**src/icc_pkg.sv**
```systemverilog
// constants, types and helpers shared by the input check configuration block
// assumes a 16-bit register port with byte-free word access and 8-bit addresses
package icc_pkg;

    // ------------------------------------------------------------------
    // widths and types
    // ------------------------------------------------------------------
    localparam int DATA_W = 16;
    localparam int ADDR_W = 8;
    localparam int IRQ_W  = 3;
    localparam int ALARM_W = 2;

    typedef logic [DATA_W-1:0]  word_t;
    typedef logic [ADDR_W-1:0]  addr_t;
    typedef logic [IRQ_W-1:0]   irq_t;
    typedef logic [ALARM_W-1:0] alarm_t;

    // ------------------------------------------------------------------
    // register map
    // ------------------------------------------------------------------
    localparam addr_t ADDR_CONFIG     = 8'h01;
    localparam addr_t ADDR_IRQ_STATUS = 8'h10;
    localparam addr_t ADDR_IRQ_MASK   = 8'h11;
    localparam addr_t ADDR_ALARM      = 8'h12;
    localparam addr_t ADDR_PATTERN    = 8'h13;

    localparam word_t CONFIG_RESET  = 16'h040e;
    // bits 14, 13 and 0 are reserved and always read as zero
    localparam word_t CONFIG_WMASK  = 16'h9ffe;
    localparam word_t PATTERN_RESET = 16'h0000;
    localparam irq_t  IRQ_MASK_RESET = 3'h0;
    localparam word_t WORD_ZERO     = 16'h0000;

    // ------------------------------------------------------------------
    // configuration field positions
    // ------------------------------------------------------------------
    localparam int BIT_PATTERN_EN = 15;
    localparam int BIT_AUTO_CLEAR = 12;
    localparam int BIT_ODD_SENSE  = 11;
    localparam int BIT_WORD_PAR   = 10;
    localparam int BIT_STRB_PAR   = 9;
    localparam int BIT_REVERSE    = 8;
    localparam int BIT_INVERT_A   = 7;

    // status, mask and alarm field positions
    localparam int IRQ_PARITY   = 0;
    localparam int IRQ_PATTERN  = 1;
    localparam int IRQ_AUTO_CLR = 2;
    localparam int ALARM_PARITY  = 0;
    localparam int ALARM_PATTERN = 1;

    // consecutive good samples before alarms clear themselves
    localparam int GOOD_RUN_LEN = 64;

    // ------------------------------------------------------------------
    // helpers
    // ------------------------------------------------------------------
    // true when word plus carried bit meet the selected sense (odd = 1)
    function automatic logic parity_ok(input word_t w, input logic p, input logic odd);
        parity_ok = ((^w) ^ p) == odd;
    endfunction : parity_ok

endpackage : icc_pkg

```
**src/chk_if.sv**
```systemverilog
// bundle between the register hub, the sample checker and the good-run counter
// assumes all three parties share one clock, supplied to each module directly
`timescale 1ns/1ns
`default_nettype none

interface chk_if;
    logic          valid;
    icc_pkg::word_t word;
    logic          par_bit;
    logic          strb_bit;
    logic          odd_sense;
    logic          word_par_en;
    logic          strb_par_en;
    logic          pattern_en;
    logic          auto_clr_en;
    icc_pkg::word_t pattern;
    logic          err_parity;
    logic          err_pattern;
    logic          good;
    logic          run_done;

    modport hub (
        output valid, word, par_bit, strb_bit, odd_sense, word_par_en, strb_par_en,
        output pattern_en, auto_clr_en, pattern,
        input  err_parity, err_pattern, good, run_done
    );
    modport check (
        input  valid, word, par_bit, strb_bit, odd_sense, word_par_en, strb_par_en,
        input  pattern_en, pattern,
        output err_parity, err_pattern, good
    );
    modport count (
        input  good, err_parity, err_pattern, auto_clr_en,
        output run_done
    );
endinterface : chk_if

`default_nettype wire

```
**src/input_check_config.sv**
```systemverilog
// configuration register, alarms and interrupt for the parallel input checks
// assumes a register master that issues one-cycle strobes, reads back a cycle later
//
// Behaviour
// - pattern check bit runs the pattern checker
// - pattern check forces outputs off regardless
// - auto clear alarms after 64 good samples
// - parity sense: zero even, one odd
// - word parity checked on parity pair
// - strobe parity uses strobe as parity
// - reverse rotates sync, parity, strobe inputs
// - invert bit complements channel A data
// - bits 14, 13 and 0 reserved, zero
// - config at 0x01, reset 0x040e
`timescale 1ns/1ns
`default_nettype none

module input_check_config #(
    parameter int RUN_LEN = icc_pkg::GOOD_RUN_LEN
) (
    // clock and reset
    input  wire logic            clk_i,
    input  wire logic            rst_b_i,
    // register port
    input  wire icc_pkg::addr_t  addr_i,
    input  wire icc_pkg::word_t  wr_data_i,
    input  wire logic            wr_i,
    input  wire logic            rd_i,
    output icc_pkg::word_t       rd_data_o,
    // input data interface
    input  wire icc_pkg::word_t  data_i,
    input  wire logic            valid_i,
    input  wire logic            parity_input_pair_i,
    input  wire logic            sync_input_pair_i,
    input  wire logic            strobe_input_pair_i,
    // transmit enables
    input  wire logic            transmit_enable_pin_i,
    input  wire logic            transmit_enable_bit_i,
    // channel A path and controls
    output icc_pkg::word_t       channel_a_output_o,
    output logic                 channel_a_valid_o,
    output logic                 sync_o,
    output logic                 input_strobe_o,
    output logic                 output_active_o,
    // alarms and interrupt
    output icc_pkg::alarm_t      alarm_o,
    output logic                 irq_o
);

    // ------------------------------------------------------------------
    // registers
    // ------------------------------------------------------------------
    icc_pkg::word_t  config_reg;
    icc_pkg::word_t  pattern;
    icc_pkg::irq_t   irq_mask;
    icc_pkg::irq_t   irq_status;
    icc_pkg::alarm_t alarm;
    icc_pkg::irq_t   next_irq_status;
    icc_pkg::irq_t   next_irq_mask;
    icc_pkg::alarm_t next_alarm;
    icc_pkg::irq_t   events;
    icc_pkg::alarm_t alarm_set;
    icc_pkg::alarm_t alarm_wr_clr;

    logic wr_config;
    logic wr_pattern;
    logic wr_mask;
    logic wr_alarm;
    logic rd_status;

    // rotated control inputs
    logic eff_strobe;
    logic eff_sync;
    logic eff_parity;

    chk_if chk ();

    always_comb
    begin
        wr_config  = wr_i && (addr_i == icc_pkg::ADDR_CONFIG);
        wr_pattern = wr_i && (addr_i == icc_pkg::ADDR_PATTERN);
        wr_mask    = wr_i && (addr_i == icc_pkg::ADDR_IRQ_MASK);
        wr_alarm   = wr_i && (addr_i == icc_pkg::ADDR_ALARM);
        rd_status  = rd_i && (addr_i == icc_pkg::ADDR_IRQ_STATUS);
    end

    always_ff @(posedge clk_i)
    begin
        if (!rst_b_i)
            config_reg <= icc_pkg::CONFIG_RESET;
        else if (wr_config)
            config_reg <= wr_data_i & icc_pkg::CONFIG_WMASK;
    end

    always_ff @(posedge clk_i)
    begin
        if (!rst_b_i)
            pattern <= icc_pkg::PATTERN_RESET;
        else if (wr_pattern)
            pattern <= wr_data_i;
    end

    // ------------------------------------------------------------------
    // control input rotation
    // ------------------------------------------------------------------
    always_comb
    begin
        if (config_reg[icc_pkg::BIT_REVERSE])
        begin
            eff_strobe = sync_input_pair_i;
            eff_sync   = parity_input_pair_i;
            eff_parity = strobe_input_pair_i;
        end
        else
        begin
            eff_strobe = strobe_input_pair_i;
            eff_sync   = sync_input_pair_i;
            eff_parity = parity_input_pair_i;
        end
    end

    // ------------------------------------------------------------------
    // checker and run counter
    // ------------------------------------------------------------------
    // the source is trusted to drive parity in the programmed sense
    always_comb
    begin
        chk.valid       = valid_i;
        chk.word        = data_i;
        chk.par_bit     = eff_parity;
        chk.strb_bit    = eff_strobe;
        chk.odd_sense   = config_reg[icc_pkg::BIT_ODD_SENSE];
        chk.word_par_en = config_reg[icc_pkg::BIT_WORD_PAR];
        chk.strb_par_en = config_reg[icc_pkg::BIT_STRB_PAR];
        chk.pattern_en  = config_reg[icc_pkg::BIT_PATTERN_EN];
        chk.auto_clr_en = config_reg[icc_pkg::BIT_AUTO_CLEAR];
        chk.pattern     = pattern;
    end

    sample_check u_sample_check (
        .clk_i   (clk_i),
        .rst_b_i (rst_b_i),
        .chk     (chk.check)
    );

    good_run_count #(
        .RUN_LEN (RUN_LEN)
    ) u_good_run_count (
        .clk_i   (clk_i),
        .rst_b_i (rst_b_i),
        .chk     (chk.count)
    );

    // ------------------------------------------------------------------
    // alarms
    // ------------------------------------------------------------------
    // a new mismatch outranks any clear in the same cycle
    always_comb
    begin
        alarm_set = '0;
        alarm_set[icc_pkg::ALARM_PARITY]  = chk.err_parity;
        alarm_set[icc_pkg::ALARM_PATTERN] = chk.err_pattern;
        alarm_wr_clr = wr_alarm ? wr_data_i[icc_pkg::ALARM_W-1:0] : '0;
        if (chk.run_done)
            next_alarm = alarm_set;
        else
            next_alarm = (alarm & ~alarm_wr_clr) | alarm_set;
    end

    always_ff @(posedge clk_i)
    begin
        if (!rst_b_i)
            alarm <= '0;
        else
            alarm <= next_alarm;
    end

    // ------------------------------------------------------------------
    // interrupt status and mask
    // ------------------------------------------------------------------
    always_comb
    begin
        events = '0;
        events[icc_pkg::IRQ_PARITY]   = chk.err_parity;
        events[icc_pkg::IRQ_PATTERN]  = chk.err_pattern;
        events[icc_pkg::IRQ_AUTO_CLR] = chk.run_done;
        next_irq_status = (rd_status ? '0 : irq_status) | events;
        next_irq_mask   = wr_mask ? wr_data_i[icc_pkg::IRQ_W-1:0] : irq_mask;
    end

    always_ff @(posedge clk_i)
    begin
        if (!rst_b_i)
            irq_status <= '0;
        else
            irq_status <= next_irq_status;
    end

    always_ff @(posedge clk_i)
    begin
        if (!rst_b_i)
            irq_mask <= icc_pkg::IRQ_MASK_RESET;
        else
            irq_mask <= next_irq_mask;
    end

    always_ff @(posedge clk_i)
    begin
        if (!rst_b_i)
            irq_o <= 1'b0;
        else
            irq_o <= |(next_irq_status & next_irq_mask);
    end

    // ------------------------------------------------------------------
    // read port
    // ------------------------------------------------------------------
    // unmapped addresses read zero; data stand only in the cycle after rd_i
    always_ff @(posedge clk_i)
    begin
        if (!rst_b_i || !rd_i)
            rd_data_o <= icc_pkg::WORD_ZERO;
        else
        begin
            case (addr_i)
                icc_pkg::ADDR_CONFIG:     rd_data_o <= config_reg;
                icc_pkg::ADDR_PATTERN:    rd_data_o <= pattern;
                icc_pkg::ADDR_IRQ_STATUS: rd_data_o <= icc_pkg::word_t'(irq_status);
                icc_pkg::ADDR_IRQ_MASK:   rd_data_o <= icc_pkg::word_t'(irq_mask);
                icc_pkg::ADDR_ALARM:      rd_data_o <= icc_pkg::word_t'(alarm);
                default:                  rd_data_o <= icc_pkg::WORD_ZERO;
            endcase
        end
    end

    // ------------------------------------------------------------------
    // output path
    // ------------------------------------------------------------------
    always_ff @(posedge clk_i)
    begin
        if (!rst_b_i)
        begin
            channel_a_output_o <= icc_pkg::WORD_ZERO;
            channel_a_valid_o  <= 1'b0;
            sync_o             <= 1'b0;
            input_strobe_o     <= 1'b0;
        end
        else
        begin
            channel_a_output_o <= config_reg[icc_pkg::BIT_INVERT_A] ? ~data_i : data_i;
            channel_a_valid_o  <= valid_i;
            sync_o             <= eff_sync;
            // strobe carries parity in that mode, so it no longer marks words
            input_strobe_o     <= eff_strobe && !config_reg[icc_pkg::BIT_STRB_PAR];
        end
    end

    always_ff @(posedge clk_i)
    begin
        if (!rst_b_i)
            output_active_o <= 1'b0;
        else
            output_active_o <= transmit_enable_pin_i && transmit_enable_bit_i &&
                               !config_reg[icc_pkg::BIT_PATTERN_EN];
    end

    always_ff @(posedge clk_i)
    begin
        if (!rst_b_i)
            alarm_o <= '0;
        else
            alarm_o <= next_alarm;
    end

endmodule : input_check_config

`default_nettype wire

```
**src/sample_check.sv**
```systemverilog
// per-sample parity and pattern checker, one registered verdict per sample
// assumes the hub presents the parity and strobe bits already rotated, with valid alongside
`timescale 1ns/1ns
`default_nettype none

module sample_check (
    // clock and reset
    input  wire logic clk_i,
    input  wire logic rst_b_i,
    // checker bundle
    chk_if.check      chk
);

    logic word_bad;
    logic strb_bad;
    logic pat_bad;

    always_comb
    begin
        word_bad = chk.word_par_en &&
                   !icc_pkg::parity_ok(chk.word, chk.par_bit, chk.odd_sense);
        strb_bad = chk.strb_par_en &&
                   !icc_pkg::parity_ok(chk.word, chk.strb_bit, chk.odd_sense);
        pat_bad  = chk.pattern_en && (chk.word != chk.pattern);
    end

    // verdicts are one-cycle pulses, one cycle after the sample
    always_ff @(posedge clk_i)
    begin
        if (!rst_b_i)
        begin
            chk.err_parity  <= 1'b0;
            chk.err_pattern <= 1'b0;
            chk.good        <= 1'b0;
        end
        else
        begin
            chk.err_parity  <= chk.valid && (word_bad || strb_bad);
            chk.err_pattern <= chk.valid && pat_bad;
            chk.good        <= chk.valid && !(word_bad || strb_bad || pat_bad);
        end
    end

endmodule : sample_check

`default_nettype wire

```
**src/good_run_count.sv**
```systemverilog
// counts consecutive good samples and pulses run_done at the end of a run
// assumes good and the error pulses never rise in the same cycle
`timescale 1ns/1ns
`default_nettype none

module good_run_count #(
    parameter int RUN_LEN = icc_pkg::GOOD_RUN_LEN
) (
    // clock and reset
    input  wire logic clk_i,
    input  wire logic rst_b_i,
    // counter bundle
    chk_if.count      chk
);

    localparam int CNT_W = $clog2(RUN_LEN + 1);
    localparam logic [CNT_W-1:0] CNT_LAST = CNT_W'(RUN_LEN - 1);
    localparam logic [CNT_W-1:0] CNT_ZERO = CNT_W'(0);
    localparam logic [CNT_W-1:0] CNT_ONE  = CNT_W'(1);

    logic [CNT_W-1:0] run_cnt;

    // any bad sample restarts the run; idle cycles keep it
    always_ff @(posedge clk_i)
    begin
        if (!rst_b_i || !chk.auto_clr_en || chk.err_parity || chk.err_pattern)
            run_cnt <= CNT_ZERO;
        else if (chk.good)
            run_cnt <= (run_cnt == CNT_LAST) ? CNT_ZERO : run_cnt + CNT_ONE;
    end

    always_ff @(posedge clk_i)
    begin
        if (!rst_b_i)
            chk.run_done <= 1'b0;
        else
            chk.run_done <= chk.auto_clr_en && chk.good && (run_cnt == CNT_LAST);
    end

endmodule : good_run_count

`default_nettype wire

```
**config.mk**
```make
export PLATFORM = sky130hd
export DESIGN_NAME = input_check_config
export DESIGN_NICKNAME = d
export VERILOG_FILES = /design/src/icc_pkg.sv /design/src/chk_if.sv /design/src/input_check_config.sv /design/src/sample_check.sv /design/src/good_run_count.sv
export SDC_FILE = /design/constraint.sdc
export NUM_CORES = 1
export LEC_CHECK = 0
export BUFFER_PORTS_ARGS = -buffer_cell sky130_fd_sc_hd__buf_2
export CAP_MARGIN = 20
export CORE_MARGIN = 5
export CORE_UTILIZATION = 53
export DETAILED_ROUTE_END_ITERATION = 12
export PLACE_DENSITY_LB_ADDON = 0.05
export REMOVE_ABC_BUFFERS = 1
export SYNTH_ARGS = -nofsm -noshare
export SYNTH_HDL_FRONTEND = slang
export SYNTH_HIERARCHICAL = 1
export SYNTH_SLANG_ARGS = --single-unit
```
**constraint.sdc**
```tcl
create_clock -name clk_i -period 1.9 [get_ports clk_i]
set_input_delay 0.38 -clock clk_i [delete_from_list [all_inputs] [get_ports clk_i]]
set_output_delay 0.38 -clock clk_i [all_outputs]
set_load 0.02 [all_outputs]
```
==> flow_metrics.tcl, run 1 <==
set metrics [dict create \
    fin_crit_sh_pct 89.9 \
    start_kind "flop" \
    drc_errors 0 \
    grt_pass1_vias 2769 \
    ys_async_sr_fraction_pct 0 \
    final_util_pct 65.8 \
    leakage_nw 1.93 \
    rsz0062_at_grt "no" \
    setup_viol 0 \
    fp-row-count 30 \
    postLayoutCellArea_um2 4400 \
    yosys.area.top_type "dfxtp_1" \
    dr.pass1.iters 4 \
    dp.final_hpwl_mm 6.18 \
    multi_input_area_um2 1770 \
    syn_area_per_cell_um2 9.91 \
    cts-htree-levels 3 \
    worst-path-max-fanout 3 \
    cellPowerDensity_nw_per_um2 821 \
    ys_ff_latch 85 \
    synthCells 362 \
    end_kind "flop" \
    dr.first_iter.drc_count 140 \
    n_antenna_cell 0 \
    antenna_left 0 \
    finalSetupTns_ps 0 \
    die_area_um2 8510 \
    n_fill_cell 573 \
    power_w 0.00361 \
    finClkSkew_ps 8.61 \
    die_h_um 92.3 \
    vias_per_cell 5.28 \
    synthTopCellsByArea "dfxtp_1 47%, xnor2_1 11%, mux2i_1 4.7%" \
    drive_above_1_share_pct 30.6 \
    routed_wl_mm 8.53 \
    holdPathStages 3 \
    ys_types 48 \
    grt_usage_pct 20.3 \
    p_sw_w 0.000916 \
    finalCriticalPeriod_ps 1710 \
    relSlewSlack_pct 65.5 \
    io_pins 89 \
    cts-root-buf "clkbuf_8" \
    pwr-share-clk_pct 35.8 \
    status "complete, no violations" \
    clock_latency_ps 350 \
    place_congestion 0.869 \
    ys.flop_type "dfxtp_1" \
    worst_pin_slew_ps 511 \
    p_int_w 0.00269 \
    yosysTopAreaCellShare_pct 47.5 \
    slew_violations 0 \
    cts.sinks 85 \
    ys.warnings.count 6 \
    worstSetupPathType "reg -> reg" \
    maxCapViolCount 0 \
    worstPathArrival_ps 2000 \
    cts_resized 0 \
    synth_edf_count 0 \
    syn_to_final_growth_pct 22.6 \
    hold_viol 0 \
    holdBufCountCts 0 \
    grt_max_degree 48 \
    numCtsBuffers 9 \
    die_w_um 92.3 \
    clockBufferDepth 2 \
    postPlaceCellArea_um2 4200 \
    cts.clk_slew.worst_paths_ps 90 \
    share_comb_of_total_power_pct 12.8 \
    cts_tree "done" \
    io_buffers 88 \
    min_path_type "in -> reg" \
    initial_core_util_pct 53.7 \
    grt_pass1_wl_mm 13.7 \
    crit_required_ps 2190 \
    vias 2889 \
    swShare_pct 25.4 \
    seq_power_share_pct 51.3 \
    regArea_um2 1700 \
    reg_top3 "channel_a_output_o: 16 flops, chk.pattern: 16 flops, rd_data_o: 16 flops" \
    avgRoutedWirePerCell_um 15.6 \
    post_cts.repair.setup_buffers 0 \
    max_freq_ghz 0.585 \
    core-area_um2 6680 \
    netlist_area_um2 3590 \
    seq_area_frac_synth_pct 47.5 \
    overflow 0 \
    r2r_cells 6 \
    fin_nets 513 \
    max-vdd-ir-drop_v 0.000448 \
    antenna_found_initial 0 \
]
==> layout by cell type, fill, tap and decap left out, drive strengths merged, types with 3 or more instances in the layout <==
cell type,n
a21oi,22
a22o,11
and2,6
and4,3
buf,108
clkbuf,10
clkinv,5
dfxtp,85
inv,7
mux2,6
mux2i,17
nand2,16
nand3,20
nand4,9
nor2,38
o21ai,19
xnor2,48
xor2,3
==> power by group through the flow <==
stage / combinational (W) / sequential (W) / clock (W)
5_1_grt: 0.000496 / 0.00186 / 0.00141
4_1_cts: 0.000465 / 0.00185 / 0.00131
3_5_place_dp: 0.000461 / 0.00189 / 0
6_report: 0.000462 / 0.00185 / 0.00129
3_3_place_gp: 0.000456 / 0.00189 / 0
2_1_floorplan: 0.000241 / 0.00192 / 0
==> worst max-delay path, cell delays in order (launching register included) <==
cell and delay, ps:
dfxtp_1 390, xor2_1 230, xnor2_1 160, xnor3_1 300, xnor2_1 160, a22oi_1 200, and4_1 210
==> worst paths after layout <==
kind                                       startpoint                      end  slack (ps)
worst max-delay path                   config_reg[11]  u_sample_check/chk.good         190
worst min register to register          irq_status[0]             rd_data_o[0]         470
worst max register to register         config_reg[11]  u_sample_check/chk.good         190
worst min-delay path            transmit_enable_bit_i          output_active_o         240
==> layout make-up <==
cell class | instances | area share [%]
well taps | 80 | 2.28
repair buffers | 108 | 13.7
multi-input cells | 251 | 40.2
flip-flops and latches | 85 | 38.7
inverters | 7 | 0.598
clock buffers | 10 | 3.13
clock inverters | 6 | 1.42
==> synth_stat cells (3+ instances only) <==
cell type,instances
nand2_1,16
o21ai_0,19
xnor2_1,46
a21oi_1,21
xor2_1,3
a22o_1,11
mux2i_1,17
buf_1,3
and2_1,6
mux2_2,6
inv_1,7
nand3_1,20
and4_1,3
dfxtp_1,85
clkbuf_1,8
nor2_1,38
buf_2,5
nand4_1,7
==> metrics by stage <==
step | hold slack, ps | setup slack (ps) | cells
floorplan | 430 | -356 | 343
global placement | 451 | -27.6 | 531
detailed placement | 445 | -34.0 | 531
CTS | 232 | 198 | 547
global route | 243 | 149 | 547
finish | 243 | 192 | 547
==> kinds of logic after synthesis <==
kind of cell	synth area share, %
buf+inv	3.31
flops	47.5
fa+ha+maj	0.349
mux	6.63
compound gates	12.6
simple gates	15.5
xor+xnor	14.2
==> layer usage <==
metal	share of wire, %	global-route usage [%]	vias up	wire, um
li1	-	-	1458	-
met1	47	27.8	1323	4010
met2	46	31.7	104	3880
met3	7.0	5.50	4	594
met4	0.50	5.45	0	43
met5	0	0	-	0
No activity file was read; power rests on OpenSTA's default activity.
==> run 2: changes to the inputs <==
--- a/config.mk
+++ b/config.mk
@@ -10,8 +10,9 @@
 export CORE_MARGIN = 5
 export CORE_UTILIZATION = 53
 export DETAILED_ROUTE_END_ITERATION = 12
-export PLACE_DENSITY_LB_ADDON = 0.05
+export PLACE_DENSITY_LB_ADDON = 0.08
 export REMOVE_ABC_BUFFERS = 1
+export SKIP_CTS_REPAIR_TIMING = 1
 export SYNTH_ARGS = -nofsm -noshare
 export SYNTH_HDL_FRONTEND = slang
 export SYNTH_HIERARCHICAL = 1
==> run 2 against run 1 <==
Via count is 0.73% higher. Cell area increased by 0.26%. Utilization increased by 0.17 points. First-iteration DRC count increased by 14%. Non-clock buffer count increased by 3. Global-route usage up 0.48 points. Clock power hardly changed. Cell count rose by 0.55%. Combinational power is 2% higher. Critical path type unchanged. Critical endpoint unchanged.
==> flow_metrics.tcl, run 2 (synthesis gave the netlist of run 1 again) <==
set metrics [dict create \
    reg_top3 "channel_a_output_o: 16 flops, chk.pattern: 16 flops, rd_data_o: 16 flops" \
    syn_to_final_growth_pct 22.9 \
    mostFrequentLayoutCells "88 x buf_2, 85 x dfxtp_1, 46 x xnor2_1" \
    avgRoutedWirePerCell_um 15.6 \
    status "complete, no violations" \
    worst_pin_slew_ps 548 \
    relSlewSlack_pct 63.1 \
    crit_top_cell "xnor2_1" \
    maxCapViolCount 0 \
    vias 2910 \
    cts.clk_slew.worst_paths_ps 90 \
    n_antenna_cell 0 \
    slew_violations 0 \
    crit_required_ps 2200 \
    p_sw_w 0.000917 \
    io_pins 89 \
    grt_max_degree 27 \
    initial_core_util_pct 53.7 \
    n_fill_cell 562 \
    layout_commonest_cell "buf_2" \
    worst-path-max-fanout 3 \
    cts-htree-levels 3 \
    cts-root-buf "clkbuf_8" \
    finalCriticalPeriod_ps 1690 \
    multi_input_area_um2 1770 \
    postLayoutCellArea_um2 4410 \
    dr.pass1.iters 4 \
    p_int_w 0.00270 \
    seq_power_share_pct 51.3 \
    pwr-share-clk_pct 35.7 \
    wl_met1_mm 4.01 \
    cpPeakStageDelay_ps 390 \
    highest_layer "met4" \
    worstPathArrival_ps 1980 \
    clockBufferDepth 2 \
    cts_tree "done" \
    antenna_found_initial 0 \
    drc_errors 0 \
    overflow 0 \
    start_kind "flop" \
    die_w_um 92.3 \
    dp.final_hpwl_mm 6.35 \
    fin_crit_sh_pct 88.7 \
    postPlaceCellArea_um2 4210 \
    worstSetupPathType "reg -> reg" \
    max-vdd-ir-drop_v 0.000537 \
    regArea_um2 1700 \
    max_freq_ghz 0.593 \
    numCtsBuffers 9 \
    grt_usage_pct 20.8 \
    dr.first_iter.drc_count 160 \
    core-area_um2 6680 \
    min_path_type "in -> reg" \
    rsz0062_at_grt "no" \
    die_area_um2 8510 \
    end_kind "flop" \
    clock_latency_ps 350 \
    vias_per_cell 5.29 \
    instances_no_fill 550 \
    die_h_um 92.3 \
    dp_cells 534 \
    routed_wl_mm 8.56 \
    leakage_nw 1.93 \
    swShare_pct 25.3 \
    hold_viol 0 \
    share_comb_of_total_power_pct 13.0 \
    antenna_left 0 \
    grt_pass1_wl_mm 14.0 \
    cellPowerDensity_nw_per_um2 820 \
    finClkSkew_ps 7.10 \
    wl_met2_mm 3.90 \
    setup_viol 0 \
    slowest_stage "dfxtp_1" \
    grt_pass1_vias 2855 \
    drive_above_1_share_pct 30.9 \
    met3_length_um 462 \
    fin_nets 516 \
    cts.sinks 85 \
    io_buffers 88 \
    place_congestion 0.872 \
    worstPathCellList "xor2_1, xnor2_1, xnor3_1, xnor2_1, a22oi_1, and4_1" \
    fp-row-count 30 \
]
==> run 2: cell type report <==
| cell class | count | share of cell area [%] |
|---|---|---|
| Tap cell | 80 | 2.27 |
| Timing Repair Buffer | 111 | 13.9 |
| Inverter | 7 | 0.596 |
| Sequential cell | 85 | 38.6 |
| Multi-Input combinational cell | 251 | 40.1 |
| Clock buffer | 11 | 3.21 |
| Clock inverter | 5 | 1.36 |
==> run 2: path summary, 6_finish.rpt <==
kind | from | to | slack [ps] | cells after the start
worst max-delay path | config_reg[11] | u_sample_check/chk.good | 210 | 6
worst min-delay path | transmit_enable_bit_i | output_active_o | 240 | 3
worst max register to register | config_reg[11] | u_sample_check/chk.good | 210 | 6
worst min register to register | irq_status[0] | rd_data_o[0] | 470 | 2
==> run 2: metrics by stage <==
step	hold slack (ps)	utilization [%]	TNS [ps]	setup WS (ps)	power (W)
2_1_floorplan	430	-	-4910	-356	0.00216
3_3_place_gp	459	63.0	-46.9	-46.9	0.00236
3_5_place_dp	456	63.0	-124	-104	0.00236
4_1_cts	231	66.0	0	211	0.00365
5_1_grt	242	66.0	0	131	0.00376
6_report	244	66.0	0	215	0.00362
==> run 2: power by group through the flow <==
stage	logic [W]	clock network, W	registers (W)
floorplan	0.000241	0	0.00192
global placement	0.000459	0	0.00190
detailed placement	0.000467	0	0.00190
CTS	0.000471	0.00132	0.00185
global route	0.000508	0.00139	0.00186
finish	0.000469	0.00129	0.00185
==> run 2: critical path: cells and delay by family (launching register included) <==
family          cells  cell delay (ps)
compound gates      1              260
xor+xnor            4              780
flops               1              390
simple gates        1              220
==> run 2: metal layers <==
metal  global-route usage, %  vias up
met5                       0        -
met4                    9.65        0
met3                    4.02       17
met2                    31.8       87
met1                    28.4     1338
li1                        -     1468
